File: src/hdl/touch_saver_pkg.sv
// Shared constants and types of the touch backlight saver block
package touch_saver_pkg;

  // APB byte addresses of the registers
  localparam logic [7:0] AUX_MODE_CONFIG_OFS = 8'h1C;
  localparam logic [7:0] WAKE_BRIGHTNESS_OFS = 8'h20;
  localparam logic [7:0] IDLE_BRIGHTNESS_OFS = 8'h24;
  localparam logic [7:0] IDLE_DELAY_SECONDS_OFS = 8'h28;
  localparam logic [7:0] WORK_MODE_CONFIG_ONE_OFS = 8'h2C;
  localparam logic [7:0] BUZZER_CTL_OFS = 8'h30;
  localparam logic [7:0] SAVER_STATUS_OFS = 8'h34;

  // Field positions
  localparam int unsigned CLICK_TONE_DISABLE_BIT = 5;
  localparam int unsigned PAGE_VARIABLE_COUNT_SEL_BIT = 4;
  localparam int unsigned CRC_REPLY_ENABLE_BIT = 3;
  localparam int unsigned TOUCH_CALIBRATION_SEL_BIT = 2;
  localparam int unsigned SAVER_ENABLE_BIT = 5;
  localparam int unsigned BUZZER_ON_BIT = 0;
  localparam int unsigned STATUS_DIMMED_BIT = 7;

  // Values after reset
  localparam logic [7:0] AUX_MODE_CONFIG_RST = 8'h00;
  localparam logic [7:0] WAKE_BRIGHTNESS_RST = 8'h40;
  localparam logic [7:0] IDLE_BRIGHTNESS_RST = 8'h10;
  localparam logic [7:0] IDLE_DELAY_SECONDS_RST = 8'h1E;
  localparam logic [7:0] WORK_MODE_CONFIG_ONE_RST = 8'h00;
  localparam logic [7:0] BUZZER_CTL_RST = 8'h00;

  // Brightness scale: code 0x40 is full backlight
  localparam logic [6:0] BRIGHT_FULL = 7'h40;
  localparam logic [7:0] VARS_PER_PAGE_64 = 8'h40;

  // Timing
  localparam int unsigned CLK_FREQ_KHZ = 40000;
  localparam int unsigned IDLE_UNIT_S = 1;
  localparam int unsigned IDLE_UNIT_CYC = CLK_FREQ_KHZ * 1000 * IDLE_UNIT_S;
  localparam int unsigned BEEP_MS = 50;
  localparam int unsigned BEEP_CYC = CLK_FREQ_KHZ * BEEP_MS;

  // Backlight control states
  typedef enum logic [1:0] {ST_FIXED, ST_AWAKE, ST_DIMMED} saver_state_t;

endpackage : touch_saver_pkg

File: src/hdl/saver_if.sv
// Control bundle between the saver core, its idle timer and its PWM stage
`timescale 1ns/1ps
interface saver_if;
  logic restart;
  logic enable;
  logic [7:0] delay;
  logic expired;
  logic [6:0] level;

  modport core (output restart, output enable, output delay, output level, input expired);
  modport timer (input restart, input enable, input delay, output expired);
  modport pwm (input level);
endinterface : saver_if

File: src/hdl/idle_timer.sv
// Idle-second counter of the screen saver
`timescale 1ns/1ps
module idle_timer
  import touch_saver_pkg::*;
#(
  parameter int unsigned TICKS_PER_SEC = IDLE_UNIT_CYC
) (
  // Clock and reset
  input wire logic clk_i,
  input wire logic srst_i,
  // Control bundle
  saver_if.timer ctl
);

  logic [31:0] tick_q;
  logic [7:0] sec_q;
  logic expired_q;
  wire [7:0] limit = (ctl.delay == 8'h00) ? 8'h01 : ctl.delay;
  wire tick_wrap = (tick_q == 32'(TICKS_PER_SEC - 1));
  wire [7:0] sec_next = sec_q + 8'h01;

  // Whole seconds counted only while the core keeps the timer enabled
  always_ff @(posedge clk_i) begin
    if (srst_i || ctl.restart || !ctl.enable) begin
      tick_q <= 32'h0000_0000;
      sec_q <= 8'h00;
      expired_q <= 1'b0;
    end else if (!expired_q) begin
      if (tick_wrap) begin
        tick_q <= 32'h0000_0000;
        sec_q <= sec_next;
        expired_q <= (sec_next == limit);
      end else begin
        tick_q <= tick_q + 32'h0000_0001;
      end
    end
  end

  assign ctl.expired = expired_q;

  AST_IDLE_RESTART: assert property (@(posedge clk_i) disable iff (srst_i)
    ctl.restart |=> !expired_q && sec_q == 8'h00)
    else $error("idle timer not restarted by touch");

  AST_IDLE_AT_LIMIT: assert property (@(posedge clk_i) disable iff (srst_i)
    $rose(expired_q) |-> $past(tick_wrap) && sec_q == $past(limit))
    else $error("idle expiry not at programmed seconds");

endmodule : idle_timer

File: src/hdl/backlight_pwm.sv
// Linear PWM stage turning a brightness code into backlight duty
`timescale 1ns/1ps
module backlight_pwm
  import touch_saver_pkg::*;
(
  // Clock and reset
  input wire logic clk_i,
  input wire logic srst_i,
  // Control bundle
  saver_if.pwm ctl,
  // Backlight drive
  output logic pwm_o
);

  logic [5:0] phase_q;
  logic pwm_q;
  // Sixty-four slots, so code 0x40 stays high and 0x10 is a quarter duty
  wire pwm_d = ({1'b0, phase_q} < ctl.level);

  // Free-running phase and registered output
  always_ff @(posedge clk_i) begin
    if (srst_i) begin
      phase_q <= 6'h00;
      pwm_q <= 1'b0;
    end else begin
      phase_q <= phase_q + 6'h01;
      pwm_q <= pwm_d;
    end
  end

  assign pwm_o = pwm_q;

  AST_PWM_FULL: assert property (@(posedge clk_i) disable iff (srst_i)
    (ctl.level == BRIGHT_FULL) |=> pwm_q)
    else $error("full code did not give full backlight");

  AST_PWM_QUARTER: assert property (@(posedge clk_i) disable iff (srst_i)
    (ctl.level == 7'h10 && phase_q == 6'h10) |=> !pwm_q)
    else $error("quarter code exceeded quarter duty");

endmodule : backlight_pwm

File: src/hdl/touch_backlight_saver_cfg.sv
// Top of the touch backlight saver: APB registers, touch handling, buzzer and CRC reply
//
// Added by the designer: register access over APB.
`timescale 1ns/1ps
// How it works
// - With click tone enabled, an active-area touch sounds the buzzer, except a touch that wakes from dimmed.
// - With click tone disabled, buzzer follows only the host buzzer register.
// - Page-size bit zero gives 64 variables per page; one is undefined.
// - CRC check result reply is sent only when the acknowledge bit is set.
// - Saver enable bit lets touch activity govern the backlight level.
// - First touch while dimmed only wakes; no control action is issued.
// - A touch with saver enabled restores the working brightness code.
// - After the programmed idle delay the backlight drops to saver brightness.
// - Idle delay counts whole seconds, one to 255.
// - Brightness codes scale linearly, 0x40 full and 0x10 one quarter.
module touch_backlight_saver_cfg
  import touch_saver_pkg::*;
#(
  parameter int unsigned TICKS_PER_SEC = IDLE_UNIT_CYC,
  parameter int unsigned BEEP_CYCLES = BEEP_CYC
) (
  // Clock and reset
  input wire logic CORE_CLK_I,
  input wire logic SRST_I,
  // APB slave
  input wire logic PSEL_I,
  input wire logic PENABLE_I,
  input wire logic PWRITE_I,
  input wire logic [7:0] PADDR_I,
  input wire logic [31:0] PWDATA_I,
  output logic [31:0] PRDATA_O,
  output logic PREADY_O,
  output logic PSLVERR_O,
  // Touch panel pins
  input wire logic TOUCH_PRESS_I,
  input wire logic TOUCH_IN_ACTIVE_AREA_I,
  // CRC checker of the serial framing
  input wire logic CRC_CHECK_DONE_I,
  input wire logic CRC_CHECK_OK_I,
  // Outputs
  output logic BUZZER_O,
  output logic BACKLIGHT_PWM_O,
  output logic [6:0] BACKLIGHT_LEVEL_O,
  output logic TOUCH_ACTION_O,
  output logic CRC_REPLY_REQ_O,
  output logic CRC_REPLY_OK_O,
  output logic [7:0] VARS_PER_PAGE_O
);

  saver_if sv ();

  // Registers
  logic [7:0] aux_mode_config_q;
  logic [7:0] wake_brightness_q;
  logic [7:0] idle_brightness_q;
  logic [7:0] idle_delay_seconds_q;
  logic [7:0] work_mode_config_one_q;
  logic [7:0] buzzer_ctl_q;
  logic [31:0] prdata_q;
  logic pready_q;
  logic pslverr_q;

  // Touch synchroniser and edge
  logic press_meta_q;
  logic press_sync_q;
  logic press_prev_q;
  logic area_meta_q;
  logic area_sync_q;

  // Core state
  saver_state_t state_q;
  saver_state_t state_d;
  logic [6:0] level_q;
  logic action_q;
  logic [31:0] beep_cnt_q;
  logic buzzer_q;
  logic crc_req_q;
  logic crc_ok_q;
  logic [7:0] vars_q;

  // APB decode
  wire apb_access = PSEL_I && PENABLE_I && !pready_q;
  wire apb_done = PSEL_I && PENABLE_I && pready_q;
  wire hit_aux = (PADDR_I == AUX_MODE_CONFIG_OFS);
  wire hit_wake = (PADDR_I == WAKE_BRIGHTNESS_OFS);
  wire hit_idle = (PADDR_I == IDLE_BRIGHTNESS_OFS);
  wire hit_delay = (PADDR_I == IDLE_DELAY_SECONDS_OFS);
  wire hit_mode = (PADDR_I == WORK_MODE_CONFIG_ONE_OFS);
  wire hit_buzz = (PADDR_I == BUZZER_CTL_OFS);
  wire hit_stat = (PADDR_I == SAVER_STATUS_OFS);
  wire hit_any = hit_aux || hit_wake || hit_idle || hit_delay || hit_mode || hit_buzz
                 || hit_stat;
  wire wr_en = apb_done && PWRITE_I;
  wire [7:0] status_val = {state_q == ST_DIMMED, level_q};
  wire [7:0] rd_byte = hit_aux ? aux_mode_config_q :
                       hit_wake ? wake_brightness_q :
                       hit_idle ? idle_brightness_q :
                       hit_delay ? idle_delay_seconds_q :
                       hit_mode ? work_mode_config_one_q :
                       hit_buzz ? buzzer_ctl_q :
                       hit_stat ? status_val : 8'h00;

  // Writes take effect on the completing access edge only
  always_ff @(posedge CORE_CLK_I) begin
    if (SRST_I) begin
      aux_mode_config_q <= AUX_MODE_CONFIG_RST;
      wake_brightness_q <= WAKE_BRIGHTNESS_RST;
      idle_brightness_q <= IDLE_BRIGHTNESS_RST;
      idle_delay_seconds_q <= IDLE_DELAY_SECONDS_RST;
      work_mode_config_one_q <= WORK_MODE_CONFIG_ONE_RST;
      buzzer_ctl_q <= BUZZER_CTL_RST;
    end else if (wr_en) begin
      if (hit_aux) aux_mode_config_q <= PWDATA_I[7:0]; // Reserved bits kept as written
      if (hit_wake) wake_brightness_q <= PWDATA_I[7:0];
      if (hit_idle) idle_brightness_q <= PWDATA_I[7:0];
      if (hit_delay) idle_delay_seconds_q <= PWDATA_I[7:0];
      if (hit_mode) work_mode_config_one_q <= PWDATA_I[7:0];
      if (hit_buzz) buzzer_ctl_q <= PWDATA_I[7:0];
    end
  end

  // One wait state: ready and read data rise together
  always_ff @(posedge CORE_CLK_I) begin
    if (SRST_I) begin
      pready_q <= 1'b0;
      pslverr_q <= 1'b0;
      prdata_q <= 32'h0000_0000;
    end else begin
      pready_q <= apb_access;
      pslverr_q <= apb_access && !(hit_any && !(PWRITE_I && hit_stat));
      prdata_q <= (apb_access && !PWRITE_I) ? {24'h00_0000, rd_byte} : 32'h0000_0000;
    end
  end

  // Touch pins cross in through two flops each
  always_ff @(posedge CORE_CLK_I) begin
    if (SRST_I) begin
      press_meta_q <= 1'b0;
      press_sync_q <= 1'b0;
      press_prev_q <= 1'b0;
      area_meta_q <= 1'b0;
      area_sync_q <= 1'b0;
    end else begin
      press_meta_q <= TOUCH_PRESS_I;
      press_sync_q <= press_meta_q;
      press_prev_q <= press_sync_q;
      area_meta_q <= TOUCH_IN_ACTIVE_AREA_I;
      area_sync_q <= area_meta_q;
    end
  end

  // Mode decode
  wire touch_edge = press_sync_q && !press_prev_q;
  wire saver_en = work_mode_config_one_q[SAVER_ENABLE_BIT];
  wire tone_off = aux_mode_config_q[CLICK_TONE_DISABLE_BIT];
  wire crc_ack_en = aux_mode_config_q[CRC_REPLY_ENABLE_BIT];
  wire page_sel = aux_mode_config_q[PAGE_VARIABLE_COUNT_SEL_BIT];
  // Codes above full scale would overdrive the PWM, so they clamp
  wire [6:0] wake_clamp = (wake_brightness_q > {1'b0, BRIGHT_FULL}) ? BRIGHT_FULL :
                          wake_brightness_q[6:0];
  wire [6:0] idle_clamp = (idle_brightness_q > {1'b0, BRIGHT_FULL}) ? BRIGHT_FULL :
                          idle_brightness_q[6:0];

  // Backlight state transitions
  always_comb begin
    state_d = state_q;
    case (state_q)
      ST_FIXED: begin
        if (saver_en) state_d = ST_AWAKE;
      end
      ST_AWAKE: begin
        if (!saver_en) state_d = ST_FIXED;
        else if (sv.expired && !touch_edge) state_d = ST_DIMMED;
      end
      ST_DIMMED: begin
        if (!saver_en) state_d = ST_FIXED;
        else if (touch_edge) state_d = ST_AWAKE;
      end
      default: state_d = ST_FIXED;
    endcase
  end

  // Timer steering
  assign sv.restart = touch_edge;
  assign sv.enable = (state_q == ST_AWAKE);
  assign sv.delay = idle_delay_seconds_q;
  assign sv.level = level_q;

  // Level, action and page size registers
  always_ff @(posedge CORE_CLK_I) begin
    if (SRST_I) begin
      state_q <= ST_FIXED;
      level_q <= 7'h00;
      action_q <= 1'b0;
      vars_q <= 8'h00;
    end else begin
      state_q <= state_d;
      level_q <= (state_q == ST_DIMMED) ? idle_clamp : wake_clamp;
      action_q <= touch_edge && (state_q != ST_DIMMED);
      vars_q <= page_sel ? VARS_PER_PAGE_64 : VARS_PER_PAGE_64; // Undefined code kept safe
    end
  end

  // Click tone and host buzzer
  wire beep_start = touch_edge && area_sync_q && (state_q != ST_DIMMED) && !tone_off;
  wire beep_busy = (beep_cnt_q != 32'h0000_0000);
  wire host_buzz = buzzer_ctl_q[BUZZER_ON_BIT];

  always_ff @(posedge CORE_CLK_I) begin
    if (SRST_I) begin
      beep_cnt_q <= 32'h0000_0000;
      buzzer_q <= 1'b0;
    end else begin
      if (tone_off) beep_cnt_q <= 32'h0000_0000;
      else if (beep_start) beep_cnt_q <= 32'(BEEP_CYCLES);
      else if (beep_busy) beep_cnt_q <= beep_cnt_q - 32'h0000_0001;
      buzzer_q <= tone_off ? host_buzz : (beep_start || beep_busy || host_buzz);
    end
  end

  // CRC result reply gating
  always_ff @(posedge CORE_CLK_I) begin
    if (SRST_I) begin
      crc_req_q <= 1'b0;
      crc_ok_q <= 1'b0;
    end else begin
      crc_req_q <= CRC_CHECK_DONE_I && crc_ack_en;
      if (CRC_CHECK_DONE_I) crc_ok_q <= CRC_CHECK_OK_I;
    end
  end

  idle_timer #(
    .TICKS_PER_SEC(TICKS_PER_SEC)
  ) u_idle_timer (
    .clk_i(CORE_CLK_I),
    .srst_i(SRST_I),
    .ctl(sv.timer)
  );

  backlight_pwm u_backlight_pwm (
    .clk_i(CORE_CLK_I),
    .srst_i(SRST_I),
    .ctl(sv.pwm),
    .pwm_o(BACKLIGHT_PWM_O)
  );

  // Outputs straight from flops
  assign PRDATA_O = prdata_q;
  assign PREADY_O = pready_q;
  assign PSLVERR_O = pslverr_q;
  assign BUZZER_O = buzzer_q;
  assign BACKLIGHT_LEVEL_O = level_q;
  assign TOUCH_ACTION_O = action_q;
  assign CRC_REPLY_REQ_O = crc_req_q;
  assign CRC_REPLY_OK_O = crc_ok_q;
  assign VARS_PER_PAGE_O = vars_q;

  AST_TONE_BEEP: assert property (@(posedge CORE_CLK_I) disable iff (SRST_I)
    beep_start |=> buzzer_q && beep_cnt_q == 32'(BEEP_CYCLES))
    else $error("touch tone missing");

  AST_TONE_MUTED: assert property (@(posedge CORE_CLK_I) disable iff (SRST_I)
    (tone_off && !host_buzz) |=> !buzzer_q)
    else $error("buzzer sounded while tone disabled");

  AST_HOST_BUZZ: assert property (@(posedge CORE_CLK_I) disable iff (SRST_I)
    (tone_off && host_buzz) |=> buzzer_q)
    else $error("host buzzer data ignored");

  AST_PAGE_64: assert property (@(posedge CORE_CLK_I) disable iff (SRST_I)
    !page_sel |=> vars_q == 8'h40)
    else $error("page variable count not 64");

  AST_CRC_REPLY: assert property (@(posedge CORE_CLK_I) disable iff (SRST_I)
    CRC_CHECK_DONE_I |=> crc_req_q == $past(crc_ack_en))
    else $error("crc reply gating wrong");

  AST_SAVER_OFF: assert property (@(posedge CORE_CLK_I) disable iff (SRST_I)
    !saver_en |=> state_q == ST_FIXED ##1 level_q == $past(wake_clamp))
    else $error("fixed level not kept with saver off");

  AST_WAKE_NO_ACTION: assert property (@(posedge CORE_CLK_I) disable iff (SRST_I)
    (state_q == ST_DIMMED && touch_edge) |=> !action_q)
    else $error("wake touch issued an action");

  AST_WAKE_LEVEL: assert property (@(posedge CORE_CLK_I) disable iff (SRST_I)
    (state_q == ST_DIMMED && touch_edge && saver_en) |=> state_q == ST_AWAKE ##1
      level_q == $past(wake_clamp))
    else $error("touch did not restore working brightness");

  AST_DIM_LEVEL: assert property (@(posedge CORE_CLK_I) disable iff (SRST_I)
    (state_q == ST_AWAKE && saver_en && sv.expired && !touch_edge) |=> ##1
      level_q == $past(idle_clamp))
    else $error("saver brightness not applied after idle delay");

  AST_TOUCH_ACTION: assert property (@(posedge CORE_CLK_I) disable iff (SRST_I)
    (touch_edge && state_q == ST_AWAKE) |=> action_q && !sv.expired)
    else $error("awake touch lost or timer not restarted");

endmodule : touch_backlight_saver_cfg

File: config.mk
export PLATFORM = sky130hd
export DESIGN_NAME = touch_backlight_saver_cfg
export DESIGN_NICKNAME = d
export VERILOG_FILES = /design/src/hdl/touch_saver_pkg.sv /design/src/hdl/saver_if.sv /design/src/hdl/idle_timer.sv /design/src/hdl/backlight_pwm.sv /design/src/hdl/touch_backlight_saver_cfg.sv
export SDC_FILE = /design/constraint.sdc
export NUM_CORES = 1
export LEC_CHECK = 0
export ABC_AREA = 0
export BUFFER_PORTS_ARGS = -buffer_cell sky130_fd_sc_hd__buf_2
export CORE_AREA = 2 2 127 129
export CTS_BUF_LIST = sky130_fd_sc_hd__clkbuf_16
export CTS_CLUSTER_SIZE = 8
export DETAILED_ROUTE_END_ITERATION = 10
export DIE_AREA = 0 0 129 131
export PLACE_DENSITY = 0.77
export SYNTH_ARGS = -nofsm -noshare
export SYNTH_HDL_FRONTEND = slang
export SYNTH_HIERARCHICAL = 1
export SYNTH_SLANG_ARGS = --single-unit
File: constraint.sdc
create_clock -name CORE_CLK_I -period 3.2 [get_ports CORE_CLK_I]
set_input_delay 0.96 -clock CORE_CLK_I [delete_from_list [all_inputs] [get_ports CORE_CLK_I]]
set_output_delay 0.96 -clock CORE_CLK_I [all_outputs]
set_load 0.1 [all_outputs]
## Yosys cells after proc, flatten, opt, wreduce, memory -nomap -nowiden

Index checks and enable logic that the tools add are counted.
W data, S select, Z words.

| storage, ports and cells | value |
|---|---|
| flip-flop bits (word level) | 188 |
| bits of input ports | 49 |
| output and inout port bits | 54 |
| logic and storage cells | 125 |

| operators by class | value |
|---|---|
| add/subtract/negate cells | 4 |
| magnitude comparators | 3 |
| equality and inequality tests | 15 |
| muxes and demuxes | 24 |
| bitwise operators | 2 |
| reduce and logical (&&, ||, !) cells | 48 |

Operators by type and width:

| operator | count |
|---|---|
| $mux W8 | 8 |
| $eq A8 B6 Y1 const B | 6 |
| $mux W21 | 2 |
| $add A32 B1 Y32 const B | 1 |
| $eq A32 B26 Y1 const B | 1 |
| $mux W32 | 1 |
| $reduce_bool A32 Y1 | 1 |
| $sub A32 B1 Y32 const B | 1 |
| $mux W7 | 4 |
| $gt A8 B7 Y1 const B | 2 |
| $logic_and A1 B1 Y1 | 15 |
| $reduce_and A2 Y1 | 7 |
| $logic_or A1 B1 Y1 | 10 |
| $mux W2 | 5 |
| $add A8 B1 Y8 const B | 1 |
| $eq A8 B5 Y1 const B | 1 |
| $eq A8 B8 Y1 | 1 |
| $logic_not A1 Y1 | 8 |
| $logic_not A8 Y1 | 1 |
| $lt A6 B7 Y1 | 1 |
| $add A6 B1 Y6 const B | 1 |
| $pmux W2 S3 | 1 |
| $ne A2 B2 Y1 const B | 2 |
| $reduce_or A2 Y1 | 2 |
| 10 further kinds | 13 |

## Logic depth before layout (Yosys ltp)

Gate-level depths: netlist of the first run.

| depth | value |
|---|---|
| depth in word-level cells | 10 |
| depth in mapped cells | 9 |
| mapped depth without buffers | 7 |

## Cells and area by module

Netlist of the first run, hierarchy kept.

By module, submodules not included:

| module | times used | cells each | area each (sq um) | sequential area each (sq um) |
|---|---|---|---|---|
| touch_backlight_saver_cfg | 1 | 598 | 5061.1 | 2182.1 |
| idle_timer | 1 | 255 | 2180.8 | 820.8 |
| backlight_pwm | 1 | 43 | 387.9 | 140.1 |

## Least setup slack after synthesis of the first run

Ideal clock, no wire load.

| timing path | value |
|---|---|
| path type | in2reg |
| start | in PADDR_I[7] |
| end | reg idle_brightness_q[4] |
| setup time | 128 ps |
| data arrival time | 2667 ps |
| data required time | 3072 ps |
| setup slack | 405 ps |
| cell stages on the path | 6 |
| buffers on the path | 1 |
| cells stage by stage | or4b_1 -> clkbuf_1 -> nor2_1 -> nand3_1 -> mux2i_1 -> nand2_1 |

| between the ends | value |
|---|---|
| word-level cells in the longest chain between the ends | 2 |

RTL lines:

| element | RTL line | text |
|---|---|---|
| start: declaration | touch_backlight_saver_cfg.sv:29 | `input wire logic [7:0] PADDR_I,` |
| $eq A8 B6 Y1 | touch_backlight_saver_cfg.sv:86 | `wire hit_idle = (PADDR_I == IDLE_BRIGHTNESS_OFS);` |
| $reduce_and A2 Y1 (no source line) | -- |  |
| end signal: assignment | touch_backlight_saver_cfg.sv:115 | `if (hit_idle) idle_brightness_q <= PWDATA_I[7:0];` |
| end: declaration | touch_backlight_saver_cfg.sv:55 | `logic [7:0] idle_brightness_q;` |

No other way between the ends.
A chain may end at the register's enable or synchronous reset.

## Worst setup path in the final report of the first run

| timing path | value |
|---|---|
| start | reg beep_cnt_q[20] |
| end | reg beep_cnt_q[21] |

| between the ends | value |
|---|---|
| word-level cells in the longest chain between the ends | 1 |
| elaborated cells between the ends (all ways) | 2 |
| those cells by class | add/sub (1); reduce/logical (1) |

RTL lines:

| element | RTL line | text |
|---|---|---|
| start: declaration | touch_backlight_saver_cfg.sv:75 | `logic [31:0] beep_cnt_q;` |
| start signal: assignment | touch_backlight_saver_cfg.sv:215 | `else if (beep_start) beep_cnt_q <= 32'(BEEP_CYCLES);` |
| start signal: assignment | touch_backlight_saver_cfg.sv:216 | `else if (beep_busy) beep_cnt_q <= beep_cnt_q - 32'h0000_0001;` |
| $sub A32 B1 Y32 / $reduce_bool A32 Y1 (equally long branches) | touch_backlight_saver_cfg.sv:216, touch_backlight_saver_cfg.sv:206 |  |

Several ways; a longest one is shown, not always the timed one.

==> results of run 1 <==
-- metal layers --
layer / part of all wire [%] / GRT usage, %
met1: 45 / 29.03
met2: 47 / 35.01
met3: 6.2 / 5.049
met4: 2.1 / 8.056
met5: 0 / 0
-- state kept, by name, indices dropped and copies added (netlist names), 2 cells and up --
name,flops
beep_cnt_q,32
u_idle_timer/tick_q,32
PRDATA_O,8
aux_mode_config_q,8
buzzer_ctl_q,8
idle_brightness_q,8
idle_delay_seconds_q,8
u_idle_timer/sec_q,8
wake_brightness_q,8
work_mode_config_one_q,8
BACKLIGHT_LEVEL_O,7
u_backlight_pwm/phase_q,6
state_q,2
-- worst max path at each step --
stage              startpoint              endpoint  slack (ns)
2_1_floorplan      PADDR_I[7]  idle_brightness_q[4]        0.40
3_3_place_gp       PADDR_I[7]           PRDATA_O[2]        0.34
3_5_place_dp       PADDR_I[7]  idle_brightness_q[5]        0.32
4_1_cts        beep_cnt_q[20]              BUZZER_O        0.45
5_1_grt        beep_cnt_q[20]        beep_cnt_q[15]        0.20
6_report       beep_cnt_q[20]        beep_cnt_q[21]        0.42
-- through the flow --
step           util, %  hold slack (ns)  std cells  area, um2
2_1_floorplan        -           0.4138        926       7742
3_3_place_gp     51.03           0.4383       1134       7959
3_5_place_dp     51.03           0.4403       1134       7959
4_1_cts          54.80           0.4554       1166       8547
5_1_grt          54.80           0.4781       1166       8547
6_report         54.80           0.4488       1166       8547
-- report_power, final --
| group | internal (uW) | total [uW] | switching [uW] | leakage [uW] |
|---|---|---|---|---|
| clock | 1160 | 2010 | 843 | 0.000282 |
| combinational | 619 | 1940 | 1320 | 0.00162 |
| sequential | 2130 | 2290 | 151 | 0.00127 |
| total | 3920 | 6230 | 2320 | 0.00317 |
-- cells by family (layout without fill, tap and decap cells) --
logic type               count (synthesis)  after routing  share of synthesized area [%]
buffers and inverters                   88            112                          6.215
flip-flops                             157            157                          41.19
AO/OA/AOI/OAI                          176            176                          15.04
other                                    1             31                        0.04915
adder cells (fa/ha/maj)                 10             10                          1.640
AND/OR/NAND/NOR                        397            397                          27.85
XOR/XNOR                                47             47                          5.395
multiplexers                            20             20                          2.624
-- area by class of cell --
cell class,count,area share (%)
multi-input combinational,681,48.32
sequential,157,36.77
clock buffer,17,4.977
timing repair buffer,62,4.070
tap,216,3.162
clock inverter,15,1.903
inverter,18,0.7905
-- cells in the final DEF (no fill, tap or decap), drive strengths merged, types with 4 or more instances in the layout --
master / Yosys / final
mux2i: 20 / 20
or4: 21 / 21
dfxtp: 157 / 157
xnor2: 16 / 16
or2: 10 / 10
clkbuf: 32 / 17
a21oi: 62 / 62
nand2: 92 / 92
nand2b: 9 / 9
o41ai: 4 / 4
buf: 38 / 62
o31ai: 13 / 13
a31oi: 10 / 10
nor3: 19 / 19
and4: 5 / 5
ha: 10 / 10
nor4: 13 / 13
xor2: 31 / 31
or3: 28 / 28
o21ai: 30 / 30
nor2b: 12 / 12
o22ai: 9 / 9
a211oi: 8 / 8
and3: 21 / 21
a22oi: 11 / 11
nand3: 54 / 54
conb: 1 / 31
nand4: 14 / 14
and2: 5 / 5
a22o: 6 / 6
clkinv: 0 / 5
inv: 18 / 23
nor2: 79 / 79
==> impl_results.md, run 1 <==
* Yosys top cell area share at approximately two fifths
* Synth-to-Final Area Change at 12.02%
* Die area at roughly 17000 um2
* Post-CTS Hold Buffers at 0
* Final period util at ~87%
* Final setup violation count at 0
* Worst hold-check path type: register to register
* Initial antenna violation count at 0
* Cells along the critical path: or4_4 > or4_1 > o2111ai_1 > o21ai_0 > a21oi_1
* WS Path Type: register to register
* Worst path required time at approximately 3.6 ns
* CTS max path bufs at 2
* Reg2Reg Launch Point: beep_cnt_q[20]
* Fill count at between 1000 and 1500
* WHS Endpoint: area_sync_q
* TritonCTS clock tree: done
* Largest net degree at the start of global routing at 50
* Total Neg Setup Slack at 0 ns
* Buffer and inverter count on the worst path at 0
* Diodes inserted at 0
* Tot GR Track Use at 21.88%
* Delay-heaviest family, CP: simple AND/OR/NAND/NOR gates
* Pins over their slew limit at 0
* Startpoint Class: register
* Critical path depth in cells at 5
* Die width at 129 um
* DR vias at around 6600
* Multi-input gate area at about 4100 um2
* WP data arrival at ~3.1 ns
* CP max stage delay at roughly 0.75 ns
* Initial drt markers at between 600 and 700
* Synthesized cell area at around 7600 um2
* Pre-antenna DRT Iters at 5
* Worst Setup End Kind: register
* Max VDD drop at about 0.46 mV
* Count leader, synth: dfxtp_1
* Worst R2R Path Depth at 5
* Average wire per standard cell at approximately 15 um
* Avg Cell Area, Syn at around 8.5 um2
* Distinct cell type count after synthesis at 73
* Crit Reg-Reg Endpoint: beep_cnt_q[21]
* Actual slew at the worst max-slew pin at between 0.7 and 0.8 ns
* WHS Path Cells at 1
* Async SR Flop Fraction at 0%
* Pre-CTS setup slack at roughly 0.32 ns
* Post-Route WL at ~18 mm
* Register bit total from synthesis at between 150 and 200
* Seq/Total Area, Yosys at between 40 and 50%
* Share of layout cells above drive strength 1 at 13.37%
* Hold path startpoint: area_meta_q
* Post_cts resized at 0
* Max Cap Viol at 0
* Global-route wire length before repair at 29.73 mm
* Core Footprint at around 16000 um2
* Io pins at about 100
* DRC viols at 0
* Clock Latency Late Sink at 0.42 ns
* RSZ-0062 raised after global routing: false
* Vias/cell at roughly 5.7
* Tot Pwr at approximately 6200 uW
* CTS buffer count at 17
* Final setup margin at 0.4177 ns
* Worst R2R Setup Slack at 0.42 ns
* Initial Util at between 40 and 50%
* Crit-path slowest cell: or4_1
* Clock Sinks at between 150 and 200
* Top cells by count, synth: dfxtp_1, nand2_1, nor2_1
* Worst slew margin at 48.22%
* Leak at between 0.003 and 0.004 uW
* Gate Count Post-Synth at between 800 and 900
* Vias in the first global route at between 6000 and 7000
* Fin nets at roughly 1000
* Register area at about 3100 um2
* P per Cell Area at 729.1 nW/um2
* Synth Warn # at 6
* Post-CTS Setup Bufs at 0
* Synth top area cells: dfxtp_1, nand2_1, a21oi_1
* Routed Antenna Nets at 0
* Congestion Overflow GR at 0
* Htree depth at 4
* Row cnt at 46
* Placer congestion estimate at 0.9072
* Synth Flop Type: dfxtp_1
* Die extent in y at approximately 130 um
* Hpwl dp at 12.50 mm
* Number of flops mapped to enable cells by yosys at 0
* Status: finished, final reports clean
* Worst Path Max Fanout at 9
* Root Buffer Master: clkbuf_16
* # port buffers at between 40 and 50
* Final clock skew at 0.009631 ns
* Area leader, netlist: dfxtp_1
* Fmax achieved at roughly 360 MHz
* Final Hold Vio Count at 0
* Period minus WS final at ~2.8 ns
* Clock transition at path regs at roughly 0.070 ns
(Power assumes the default switching activity.)
==> inputs of run 2 (changes only) <==
clock period = 3.3 ns   (was 3.2 ns; I/O delays follow)
==> run 2 against run 1 <==
Die area unchanged. Worst hold slack better by 0.0032 ns. Count of clock-buffer cells in the layout unchanged. Total power down 1.6%. Worst setup slack better by 0.13 ns. Final cell count unchanged. Sequential share of layout area down 0.21 points. Sequential power down 3%. Register-to-register slack better by 0.13 ns. Clock skew down 0.0017 ns. Utilization up 0.31 points. Critical endpoint unchanged.
==> impl_results.md, run 2 (same netlist as run 1, synthesis figures left out) <==
* Row cnt at 46
* Fin nets at approximately 1000
* Placed Area at about 8000 um2
* Final Hold Vio Count at 0
* Io pins at between 100 and 150
* Post-Route WL at ~18 mm
* Final setup violation count at 0
* P per Cell Area at around 710 nW/um2
* WP data arrival at ~3.1 ns
* Clock Latency Late Sink at around 0.44 ns
* Largest net degree at the start of global routing at 50
* Tot GR Track Use at 21.91%
* TritonCTS clock tree: done
* DRC viols at 0
* Final setup margin at about 0.55 ns
* Worst Path Max Fanout at 9
* Vias in the first global route at 5979
* # port buffers at 47
* Worst Setup End Kind: register
* Fmax achieved at 363.3 MHz
* Post-CTS Setup Bufs at 0
* DR vias at 6693
* Core Footprint at approximately 16000 um2
* Htree depth at 4
* Initial Util at between 40% and 50%
* Post-CTS Hold Buffers at 0
* Finished Layout Cells at between 1000 and 1500
* Pre-antenna DRT Iters at 7
* Core Util, Final at between 50 and 60%
* Routed Antenna Nets at 0
* WS Path Type: register to register
* Vias/cell at around 5.7
* Placed Cells at 1134
* Diodes inserted at 0
* Period minus WS final at around 2.8 ns
* Startpoint Class: register
* CTS max path bufs at 2
* Max Cap Viol at 0
* Commonest cells after routing, fill and taps aside: dfxtp_1, nand2_1, nor2_1
* Die width at 129 um
* Final period util at between 80% and 90%
* Biggest regs: beep_cnt_q: 32 flops, u_idle_timer/tick_q: 32 flops
* Worst path required time at approximately 3.7 ns
* Clock Sinks at about 160
* Actual slew at the worst max-slew pin at 0.8635 ns
* Leak at ~0.0032 uW
* Clock transition at path regs at around 0.07 ns
* Pins over their slew limit at 0
* Root Buffer Master: clkbuf_16
* WHS Path Cells at 1
* Post_cts resized at 0
* Max VDD drop at between 0.5 and 0.6 mV
* Average wire per standard cell at between 15 and 20 um
* Worst R2R Path Depth at 5
* Synth-to-Final Area Change at 12.66%
* Die extent in y at between 100 and 150 um
* Congestion Overflow GR at 0
* Initial antenna violation count at 0
* Initial drt markers at ~490
* Final instance area at around 8600 um2
* Placer congestion estimate at approximately 0.94
* CTS buffer count at 17
* Total Neg Setup Slack at 0 ns
* Pre-CTS setup slack at between 0.3 and 0.4 ns
* Final clock skew at ~0.0079 ns
* Hpwl dp at about 12 mm
* Status: finished, final reports clean
* Global-route wire length before repair at 29.15 mm
* Worst hold-check path type: register to register
* Worst slew margin at around two fifths
* Die area at between 15000 and 20000 um2
* RSZ-0062 raised after global routing: false
* Most common cell after layout, fill and taps aside: dfxtp_1
* Share of layout cells above drive strength 1 at 13.47%
==> run 2: cell types whose count changed in the layout (fill, tap and decap cells not counted) <==
cell,previous run,this run
buf_12,0,1
clkinv_8,0,2
clkinv_4,2,0
clkinv_1,1,0
inv_8,2,6
clkinv_2,2,1
clkinvlp_4,3,1
buf_4,15,14
==> run 2: worst max-delay path: stages, from the launching register on <==
cell	delay, ns
dfxtp_1	0.35
or4_4	0.59
or4_1	0.74
o2111ai_1	0.65
o21ai_0	0.21
a21oi_1	0.14
==> run 2: through the flow <==
stage,total power (uW),hold WS [ns]
2_1_floorplan,3848,0.4138
3_3_place_gp,4022,0.4316
3_5_place_dp,4069,0.4327
4_1_cts,6148,0.4561
5_1_grt,6439,0.4727
6_report,6130,0.4520
==> run 2: cell type report <==
type / count / area [um2]
inverters: 18 / 67.56
fillers: 1405 / 7002
flip-flops and latches: 157 / 3143
multi-input cells: 681 / 4130
well taps: 216 / 270.3
clock inverters: 15 / 198.9
repair buffers: 62 / 360.3
clock buffers: 17 / 425.4
==> run 2: path summary, 6_finish.rpt <==
| kind | endpoint | slack (ns) | start |
|---|---|---|---|
| setup / recovery | beep_cnt_q[21] | 0.55 | beep_cnt_q[20] |
| hold / removal | area_sync_q | 0.45 | area_meta_q |
| setup reg to reg | beep_cnt_q[21] | 0.55 | beep_cnt_q[20] |
| hold reg to reg | area_sync_q | 0.45 | area_meta_q |
==> run 2: report_power, final <==
part           leakage [uW]  internal (uW)  total [uW]  switching, uW
combinational       0.00162            586        1840           1260
sequential          0.00127           2070        2220            152
clock              0.000305           1160        2070            903
total               0.00320           3820        6130           2310
==> run 2: routing by layer <==
metal / vias up / track usage, % / routed length, um
li1: 3273 / - / -
met1: 3142 / 28.38 / 8008
met2: 240 / 35.61 / 8470
met3: 38 / 4.642 / 1203
met4: 0 / 9.335 / 366
met5: - / 0 / 0
